### config.mk
export PLATFORM = sky130hd
export DESIGN_NAME = lsf_framer
export DESIGN_NICKNAME = d
export VERILOG_FILES = /design/src/lsf_pkg.sv /design/src/lsf_crc.sv /design/src/lsf_framer.sv
export SDC_FILE = /design/constraint.sdc
export NUM_CORES = 1
export LEC_CHECK = 0
export BUFFER_PORTS_ARGS = -buffer_cell sky130_fd_sc_hd__buf_2
export CORE_MARGIN = 2
export CORE_UTILIZATION = 40
export DETAILED_ROUTE_END_ITERATION = 6
export PLACE_DENSITY = 0.57
export SETUP_SLACK_MARGIN = 0.4
export SYNTH_ARGS = -nofsm -noshare
export SYNTH_HDL_FRONTEND = slang
export SYNTH_SLANG_ARGS = --single-unit
### constraint.sdc
create_clock -name clk -period 7.4 [get_ports clk]
set_clock_uncertainty 0.2 [all_clocks]
set_input_delay 0.37 -clock clk [delete_from_list [all_inputs] [get_ports clk]]
set_output_delay 0.37 -clock clk [all_outputs]
set_load 0.02 [all_outputs]
### src/lsf_pkg.sv
package lsf_pkg;
  // Register indices on the plain port
  localparam logic [3:0] LSF_REG_CTRL   = 4'h0;
  localparam logic [3:0] LSF_REG_SLEN   = 4'h1;
  localparam logic [3:0] LSF_REG_RANGE  = 4'h2;
  localparam logic [3:0] LSF_REG_REC    = 4'h3;
  localparam logic [3:0] LSF_REG_STAT   = 4'h4;
  localparam logic [3:0] LSF_REG_CRC    = 4'h5;
  // Control field positions
  localparam int CTL_CMD_LSB = 0;
  localparam int CTL_WIDE    = 3;
  localparam int CTL_GLITCH  = 4;
  localparam int CTL_BINARY  = 5;
  localparam int CTL_LARGE   = 6;
  localparam int CTL_OVW     = 7;
  localparam logic [15:0] CTL_RESET = 16'h0020;
  // Start commands in the control word
  localparam logic [2:0] CMD_STATE  = 3'h1;
  localparam logic [2:0] CMD_TIMING = 3'h2;
  localparam logic [2:0] CMD_CONFIG = 3'h3;
  localparam logic [2:0] CMD_ALL    = 3'h4;
  // Two-character headers
  localparam logic [15:0] RECEIVE_STATE_HEADER         = 16'h5253;
  localparam logic [15:0] RECEIVE_TIMING_HEADER        = 16'h5254;
  localparam logic [15:0] RECEIVE_CONFIGURATION_HEADER = 16'h5243;
  // String positions (first header byte is position 1)
  localparam logic [12:0] POS_BODY      = 13'h0005;
  localparam logic [12:0] POS_OVW_TYPE  = 13'h000C;
  localparam logic [12:0] POS_TIM_CHAN  = 13'h0005;
  localparam logic [12:0] POS_TIM_VAL0  = 13'h0006;
  localparam logic [12:0] POS_TIM_VAL1  = 13'h0007;
  localparam logic [12:0] POS_TIM_GLT   = 13'h000A;
  localparam logic [12:0] POS_TIM_REC   = 13'h0014;
  localparam logic [12:0] POS_LSTATE    = 13'h001B;
  // Inserted codes and fixed sizes
  localparam logic [7:0]  OVW_TYPE_CODE = 8'h02;
  localparam logic [7:0]  CHAN_NARROW   = 8'h08;
  localparam logic [7:0]  CHAN_WIDE     = 8'h10;
  localparam logic [12:0] OVW_FIXED_CNT = 13'h002A;
  localparam logic [12:0] OVW_RANGE_LEN = 13'h000E;
  localparam logic [12:0] TIM_FIXED_CNT = 13'h0011;
  localparam logic [12:0] CRC_LEN       = 13'h0002;
  localparam logic [3:0]  OVW_RANGES    = 4'h8;
  localparam logic [7:0]  CHAR_CR       = 8'h0D;
  localparam logic [7:0]  CHAR_LF       = 8'h0A;
  // CRC-16 choice used for both ends
  localparam logic [15:0] CRC_POLY = 16'h1021;
  localparam logic [15:0] CRC_INIT = 16'hFFFF;
  // Frame kinds and sequencer states
  typedef enum logic [1:0] {K_STATE, K_OVW, K_TIMING, K_CONFIG} lsf_kind_t;
  typedef enum logic [3:0] {S_IDLE, S_HDR0, S_HDR1, S_CNT0, S_CNT1,
                            S_BODY, S_CRC0, S_CRC1, S_CR, S_LF} lsf_fsm_t;
endpackage

### src/lsf_crc.sv
`timescale 1ns/10ps
`default_nettype none
module lsf_crc (
  input  wire logic        clk,
  input  wire logic        rst_n,
  input  wire logic        clear,
  input  wire logic        en,
  input  wire logic [7:0]  data,
  output logic [15:0]      crc
);
  import lsf_pkg::*;
  typedef struct packed {logic [15:0] crc;} lsf_crc_t;
  lsf_crc_t q;        // Running remainder
  lsf_crc_t n;        // Next remainder
  logic [15:0] c;     // Bitwise work value

  // One byte per enable, MSB first
  always_comb begin
    c = q.crc;
    for (int i = 7; i >= 0; i--) begin
      c = (c[15] ^ data[i]) ? ((c << 1) ^ CRC_POLY) : (c << 1);
    end
    n = q;
    if (clear) begin
      n.crc = CRC_INIT;
    end else if (en) begin
      n.crc = c;
    end
  end

  // Remainder register
  always_ff @(posedge clk or negedge rst_n) begin
    if (!rst_n) begin
      q <= '{crc: CRC_INIT};
    end else begin
      q <= n;
    end
  end

  assign crc = q.crc;
endmodule
`default_nettype wire

### src/lsf_framer.sv
// Our own choices: the address map and the strobed register port.
`timescale 1ns/10ps
`default_nettype none
module lsf_framer #(
  parameter int         REC_MAX   = 1024,     // Records in a full memory
  parameter int         CFG_COUNT = 5476,     // Configuration byte count
  parameter logic [7:0] REV_CODE  = 8'h00     // Revision code, arbitrary
) (
  input  wire logic             clk,
  input  wire logic             rst_n,
  input  wire logic [3:0]       reg_addr,
  input  wire logic [15:0]      reg_wdata,
  input  wire logic             reg_wr,
  input  wire logic             reg_rd,
  output logic [15:0]           reg_rdata,
  input  wire logic [15:0]      src_data,
  input  wire logic             src_valid,
  output logic                  src_ready,
  output logic [7:0]            bus_data,
  output logic                  bus_valid,
  input  wire logic             bus_ready,
  output logic                  bus_eoi
);
  import lsf_pkg::*;

  // Refuse sizes that the 13-bit counts cannot hold
  if (REC_MAX < 1 || REC_MAX > 4000) begin : g_bad_rec
    $error("REC_MAX out of range");
  end
  if (CFG_COUNT < 4 || CFG_COUNT > 8000) begin : g_bad_cfg
    $error("CFG_COUNT out of range");
  end

  // Whole module state
  typedef struct packed {
    lsf_fsm_t    fsm;      // Sequencer
    lsf_kind_t   kind;     // Frame being sent
    logic        all;      // Inside a transmit-everything run
    logic [12:0] pos;      // Position of next body byte
    logic [12:0] count;    // Byte count of current frame
    logic [7:0]  out;      // Byte on the bus
    logic        vld;      // Bus byte valid
    logic        eoi;      // End marker beside the byte
    logic        rdy;      // Source may hand a word
    logic        pend;     // Low byte of a wide record waiting
    logic [7:0]  lo;       // That low byte
    logic [3:0]  phase;    // Byte within a large state
    logic [15:0] ctrl;     // Control word
    logic [12:0] slen;     // State payload length
    logic [3:0]  ranges;   // Overview ranges in use
    logic [3:0]  stride;   // Bytes per large state
    logic [11:0] recs;     // Timing records held
    logic [7:0]  frames;   // Frames finished
    logic [15:0] rdata;    // Read answer
  } lsf_st_t;

  lsf_st_t     q;          // Registered state
  lsf_st_t     n;          // Next state
  logic [15:0] crc;        // Running CRC
  logic        crc_clr;    // Restart CRC at header
  logic        crc_en;     // Body byte leaves
  logic        can_load;   // Output slot free
  logic [7:0]  byte_v;     // Candidate body byte
  logic        need_src;   // Body byte comes from source
  logic        word_rec;   // Wide record word
  logic        last_frm;   // Last string of the transfer
  logic [12:0] last_body;  // Position of the last body byte
  logic [15:0] hdr_w;      // Header of the frame being sent

  // Byte count of a frame kind
  function automatic logic [12:0] count_of(lsf_kind_t k, lsf_st_t s);
    logic [12:0] r;
    r = 13'h0000;
    unique case (k)
      K_STATE:  r = s.slen + CRC_LEN;
      K_OVW:    r = OVW_FIXED_CNT + OVW_RANGE_LEN * {9'h000, s.ranges};
      K_TIMING: r = TIM_FIXED_CNT + (s.ctrl[CTL_WIDE] ? {s.recs, 1'b0}
                                                      : {1'b0, s.recs});
      K_CONFIG: r = 13'(CFG_COUNT);
    endcase
    return r;
  endfunction

  // Header of a frame kind
  function automatic logic [15:0] hdr_of(lsf_kind_t k);
    logic [15:0] h;
    h = RECEIVE_STATE_HEADER;
    if (k == K_TIMING) h = RECEIVE_TIMING_HEADER;
    if (k == K_CONFIG) h = RECEIVE_CONFIGURATION_HEADER;
    return h;
  endfunction

  // A function result cannot be part-selected, so it is held in a net
  assign hdr_w = hdr_of(q.kind);

  lsf_crc u_crc (
    .clk   (clk),
    .rst_n (rst_n),
    .clear (crc_clr),
    .en    (crc_en),
    .data  (byte_v),
    .crc   (crc)
  );

  // Body byte selection; fields the block owns are inserted, rest streamed
  always_comb begin
    byte_v   = src_data[7:0];
    need_src = 1'b1;
    word_rec = 1'b0;
    unique case (q.kind)
      K_OVW: begin
        if (q.pos == POS_OVW_TYPE) begin
          byte_v   = OVW_TYPE_CODE;
          need_src = 1'b0;
        end
      end
      K_TIMING: begin
        if (q.pos == POS_TIM_CHAN) begin
          byte_v   = q.ctrl[CTL_WIDE] ? CHAN_WIDE : CHAN_NARROW;
          need_src = 1'b0;
        end else if (q.pos == POS_TIM_VAL0) begin
          byte_v   = {4'h0, q.recs[11:8]};
          need_src = 1'b0;
        end else if (q.pos == POS_TIM_VAL1) begin
          byte_v   = q.recs[7:0];
          need_src = 1'b0;
        end else if (q.pos == POS_TIM_GLT) begin
          byte_v   = {7'h00, q.ctrl[CTL_GLITCH]};
          need_src = 1'b0;
        end else if (q.pos >= POS_TIM_REC && q.ctrl[CTL_WIDE]) begin
          // Wide records: upper pod first, lower pod held for next byte
          word_rec = !q.pend;
          byte_v   = q.pend ? q.lo : src_data[15:8];
          need_src = !q.pend;
        end
      end
      K_CONFIG: begin
        if (q.pos == last_body) begin
          byte_v   = REV_CODE;
          need_src = 1'b0;
        end
      end
      K_STATE: begin
        if (q.ctrl[CTL_LARGE] && q.pos >= POS_LSTATE && q.phase == 4'h0) begin
          byte_v = {6'h00, src_data[1:0]};
        end
      end
    endcase
  end

  assign can_load  = !q.vld || bus_ready;
  assign last_body = q.count + CRC_LEN;
  assign last_frm  = !q.all || q.kind == K_TIMING;

  // Sequencer, register port and stream handshake
  always_comb begin
    n       = q;
    crc_clr = 1'b0;
    crc_en  = 1'b0;
    if (bus_ready) begin
      n.vld = 1'b0;
      n.eoi = 1'b0;
    end
    n.rdata = 16'h0000;
    // Register reads answer one cycle later; unmapped reads give zero
    if (reg_rd) begin
      unique case (reg_addr)
        LSF_REG_CTRL:  n.rdata = q.ctrl;
        LSF_REG_SLEN:  n.rdata = {3'h0, q.slen};
        LSF_REG_RANGE: n.rdata = {8'h00, q.stride, q.ranges};
        LSF_REG_REC:   n.rdata = {4'h0, q.recs};
        LSF_REG_STAT:  n.rdata = {q.fsm != S_IDLE, 7'h00, q.frames};
        LSF_REG_CRC:   n.rdata = crc;
        default:       n.rdata = 16'h0000;
      endcase
    end
    // Settings change only while idle, so a frame keeps its shape
    if (reg_wr && q.fsm == S_IDLE) begin
      unique case (reg_addr)
        LSF_REG_CTRL: begin
          n.ctrl = {reg_wdata[15:3], 3'h0};
          if (reg_wdata[2:0] != 3'h0) begin
            n.fsm  = S_HDR0;
            n.all  = reg_wdata[2:0] == CMD_ALL;
            n.kind = K_STATE;
            if (reg_wdata[2:0] == CMD_STATE && reg_wdata[CTL_OVW]) n.kind = K_OVW;
            if (reg_wdata[2:0] == CMD_TIMING) n.kind = K_TIMING;
            if (reg_wdata[2:0] == CMD_CONFIG || reg_wdata[2:0] == CMD_ALL) begin
              n.kind = K_CONFIG;
            end
          end
        end
        LSF_REG_SLEN:  n.slen = reg_wdata[12:0];
        LSF_REG_RANGE: begin
          n.ranges = (reg_wdata[3:0] > OVW_RANGES) ? OVW_RANGES : reg_wdata[3:0];
          n.stride = reg_wdata[7:4];
        end
        LSF_REG_REC:   begin
          n.recs = (reg_wdata[11:0] > 12'(REC_MAX)) ? 12'(REC_MAX) : reg_wdata[11:0];
        end
        default: ;
      endcase
    end
    n.rdy = 1'b0;
    if (can_load) begin
      unique case (q.fsm)
        S_IDLE: ;
        S_HDR0: begin
          crc_clr = 1'b1;
          n.count = count_of(q.kind, q);
          n.out   = hdr_w[15:8];
          n.vld   = 1'b1;
          n.fsm   = S_HDR1;
        end
        S_HDR1: begin
          n.out = hdr_w[7:0];
          n.vld = 1'b1;
          n.fsm = S_CNT0;
        end
        S_CNT0: begin
          n.out = {3'h0, q.count[12:8]};
          n.vld = 1'b1;
          n.fsm = S_CNT1;
        end
        S_CNT1: begin
          n.out   = q.count[7:0];
          n.vld   = 1'b1;
          n.pos   = POS_BODY;
          n.phase = 4'h0;
          n.pend  = 1'b0;
          n.fsm   = (q.count == CRC_LEN) ? S_CRC0 : S_BODY;
        end
        S_BODY: begin
          if (!need_src || (src_valid && q.rdy)) begin
            crc_en = q.kind != K_CONFIG || q.pos != last_body;
            n.out  = byte_v;
            n.vld  = 1'b1;
            n.pos  = q.pos + 13'h0001;
            n.pend = word_rec;
            if (word_rec) n.lo = src_data[7:0];
            if (q.pos >= POS_LSTATE) begin
              n.phase = (q.phase + 4'h1 >= q.stride) ? 4'h0 : q.phase + 4'h1;
            end
            if (q.pos == last_body) n.fsm = S_CRC0;
          end else begin
            n.rdy = 1'b1;
          end
        end
        S_CRC0: begin
          n.out = crc[15:8];
          n.vld = 1'b1;
          n.fsm = S_CRC1;
        end
        S_CRC1: begin
          n.out    = crc[7:0];
          n.vld    = 1'b1;
          n.frames = q.frames + 8'h01;
          n.eoi    = last_frm && q.ctrl[CTL_BINARY];
          if (!last_frm) begin
            n.fsm  = S_HDR0;
            n.kind = (q.kind == K_CONFIG) ? (q.ctrl[CTL_OVW] ? K_OVW : K_STATE)
                                          : K_TIMING;
          end else begin
            n.fsm = q.ctrl[CTL_BINARY] ? S_IDLE : S_CR;
          end
        end
        S_CR: begin
          n.out = CHAR_CR;
          n.vld = 1'b1;
          n.fsm = S_LF;
        end
        S_LF: begin
          n.out = CHAR_LF;
          n.vld = 1'b1;
          n.eoi = 1'b1;
          n.fsm = S_IDLE;
        end
      endcase
    end
  end

  // State register
  always_ff @(posedge clk or negedge rst_n) begin
    if (!rst_n) begin
      q <= '{fsm: S_IDLE, kind: K_STATE, ctrl: CTL_RESET, default: '0};
    end else begin
      q <= n;
    end
  end

  assign reg_rdata = q.rdata;
  assign src_ready = q.rdy;
  assign bus_data  = q.out;
  assign bus_valid = q.vld;
  assign bus_eoi   = q.eoi;
endmodule
`default_nettype wire

==> impl_results.md <==
- Share of post-route cells with drive strength above 1: 17.34%
- Post-synth ARST share: 100.0%
- Filler cell count: ~2.4k
- CTS tree: built
- RD Place Congestion: 0.9861
- Primary FF master, synth: dfrtp_1
- Seq/Total Area, Yosys: approximately 36%
- Unrepaired setup endpoints after global routing: no
- Root Buffer: clkbuf_16
- Run status: finished, final reports clean
- CTS sink cnt: 143
- Seq cells post-synth: 143
- Setup Viol. Count Final: 0
- CTS Buffer Depth: 2
- Leak Pwr: 4.721 nW
- Die Height: 161.1 um
- Die width: 161.1 um
- Worst-path cell chain: ha_1 -> and4_1 -> nand2_1 -> o311ai_0 -> o21bai_1 -> o22ai_1 -> o211ai_1 -> nand4_1 -> or3_1 -> a21oi_1
- CP max stage delay: 0.74 ns
- Fin area: 10970 um2
- Post-synth EDFFs: 0
- Number of global-route vias before repair: 8288
- Avg WL per Cell: about 22 um
- Max-slew violations: 0
- Post-route minimum period: 4.324 ns
- Mapped Area: slightly below 10000 um2
- Residual overflow from global routing: 0
- CTS Buf Count: 17
- Initial drt markers: 827
- Cell variety after synth: roughly 90
- PostCTS Resize Cnt: 0
- Final period util: 58.43%
- Power density over the cells: 289.5 nW/um2
- Syn nets: 1159
- Number of buffers added on ports: 68
- Area delta synth->final: 11.19%
- Setup_tns: 0 ns
- Slew @ Worst Pin: 1.093 ns
- Post-DRT Antenna Nets: 0
- Worst hold path class: in2reg
- Relative slew slack: 26.85%
- Footprint of the multi-input gates: around 5700 um2
- Worst Path Arrival: 4.49 ns
- Area after DPL: 10250 um2
- Top-count cell post-synth: nand2_1
- Rows: 57
- Via Count: 8716
- Most frequent cells after synthesis: 127 x nand2_1, 126 x dfrtp_1, 76 x nor2_1
- Mean post-synth cell area: 9.043 um2
- Worst R2R Setup Slack: 3.08 ns
- Synth top area cells: dfrtp_1 32%, nand2_1 4.8%, dfstp_2 4.5%, mux2_2 4.2%, xnor2_1 3.5%
- Warnings from Yosys: 0
- Via density: 6.036
- CTS clk-pin slew, worst paths: 0.08 ns
- Post-route DRC: 0
- Maximum vdd drop: 0.0001350 V
- Syn Inst Count: ~1.1k
- Final hold violation count: 0
- Global Route Usage Sum: about a quarter
- Initial DRT Pass Iterations: 5
- Setup Crit Path Kind: reg2reg
- I/O pin count: slightly below 70
- Post-Route WL: 31770 um
- Worst-path maximum fanout: 11
- Core region area: 24250 um2
- Max Cap Violations: 0
- Final HPWL DP: between 20000 and 25000 um
- Die ar.: ~26000 um2
- First-pass GRT wire length: 49680 um
- Endpoint class of the critical path: flip-flop
- H-tree Lvls: 4
- Crit start category: flip-flop
- Yosys top cell area share: 31.96%
- WP data required: 7.56 ns
- Cell taking the most area after synthesis: dfrtp_1
- Final #Nets: about 1.2k
- Register Area: around 3600 um2
- Fmax: 231.3 MHz
- Largest net degree at the start of global routing: 77
- Starting density of the core: around two fifths
- Initial antenna violation count: 0
- Worst-Skew Late Latency: around 0.45 ns
- CP max stage cell: o211ai_1
## layout make-up
cell class              count  area share (%)
clock inverters            15           1.711
clock buffers              17           3.878
multi-input cells         829           52.02
well taps                 324           3.696
diodes                      1         0.02281
flip-flops and latches    143           32.82
repair buffers             93           5.099
inverters                  22          0.7528
## sequential cells by signal (all words and copies together) (netlist names)
name,cells
q,100
reg_rdata,16
u_crc.crc,16
bus_data,8
bus_eoi,1
bus_valid,1
src_ready,1
## what timing repair did
item / 4_1_cts / 5_1_grt
hold buffers: 10 / 0
hold endpoints to repair: 75 / 0
setup buffers: 0 / 0
## metal layers
| metal | routed length, um | track usage [%] | share of wire (%) |
|---|---|---|---|
| met5 | 0 | 0 | 0 |
| met4 | 801 | 7.062 | 2.5 |
| met3 | 2176 | 4.083 | 6.8 |
| met2 | 15060 | 40.99 | 47 |
| met1 | 13730 | 33.96 | 43 |
## power by group
part,internal [W],total [W],switching (W)
Combinational,0.000468,0.00109,0.000619
Sequential,0.000929,0.00120,0.000267
Clock,0.000459,0.000893,0.000434
Total,0.00186,0.00318,0.00132
## worst max-delay path, delay by kind of cell, from the launching register on
kind            cells  cell delay (ns)
compound gates      5             1.89
simple gates        4             1.26
flops               1             0.52
fa+ha+maj           1             0.36
## stage by stage
step / setup slack [ns] / hold WS, ns / utilization [%] / std cells / total power [W]
2_1_floorplan: 3.878 / -0.1256 / - / 1091 / 0.001952
3_5_place_dp: 3.201 / 0.2365 / 42.29 / 1401 / 0.002273
5_1_grt: 2.744 / 0.01196 / 45.23 / 1443 / 0.003342
6_report: 3.076 / 0.005073 / 45.24 / 1444 / 0.003175
4_1_cts: 3.160 / 0.002470 / 45.23 / 1443 / 0.003171
3_3_place_gp: 3.332 / 0.2365 / 42.29 / 1401 / 0.002269
## cell usage in the layout (no fill, tap or decap), types with 27 or more instances in the layout
| master | netlist | final |
|---|---|---|
| nand2_1 | 127 | 127 |
| xor2_1 | 27 | 27 |
| buf_2 | 12 | 67 |
| dfrtp_1 | 126 | 126 |
| nor2_1 | 76 | 76 |
| o21ai_0 | 63 | 63 |
| a21oi_1 | 55 | 55 |
| mux2_2 | 37 | 37 |
| nand3_1 | 30 | 30 |
| xnor2_1 | 39 | 39 |
## cell families after synthesis
logic type | count (synthesis) | share of synthesized area, %
mux | 64 | 7.140
buf+inv | 119 | 5.859
simple gates | 369 | 18.40
compound gates | 297 | 21.12
fa+ha+maj | 26 | 3.602
xor+xnor | 73 | 7.394
flops | 143 | 36.49
## final timing paths
check | to | cells after the start | from
min | q[61]$_DFFE_PN0P_ | 3 | reg_wdata[4]
max | q[120]$_DFFE_PN0P_ | 10 | q[98]$_DFFE_PN0P_
min reg2reg | q[70]$_DFFE_PN0P_ | 2 | q[70]$_DFFE_PN0P_
max in group asynchronous | q[76]$_DFFE_PN0P_ | 3 | rst_n
min in group asynchronous | q[118]$_DFFE_PN0P_ | 2 | rst_n
max reg2reg | q[120]$_DFFE_PN0P_ | 10 | q[98]$_DFFE_PN0P_
(Power assumes the default switching activity.)
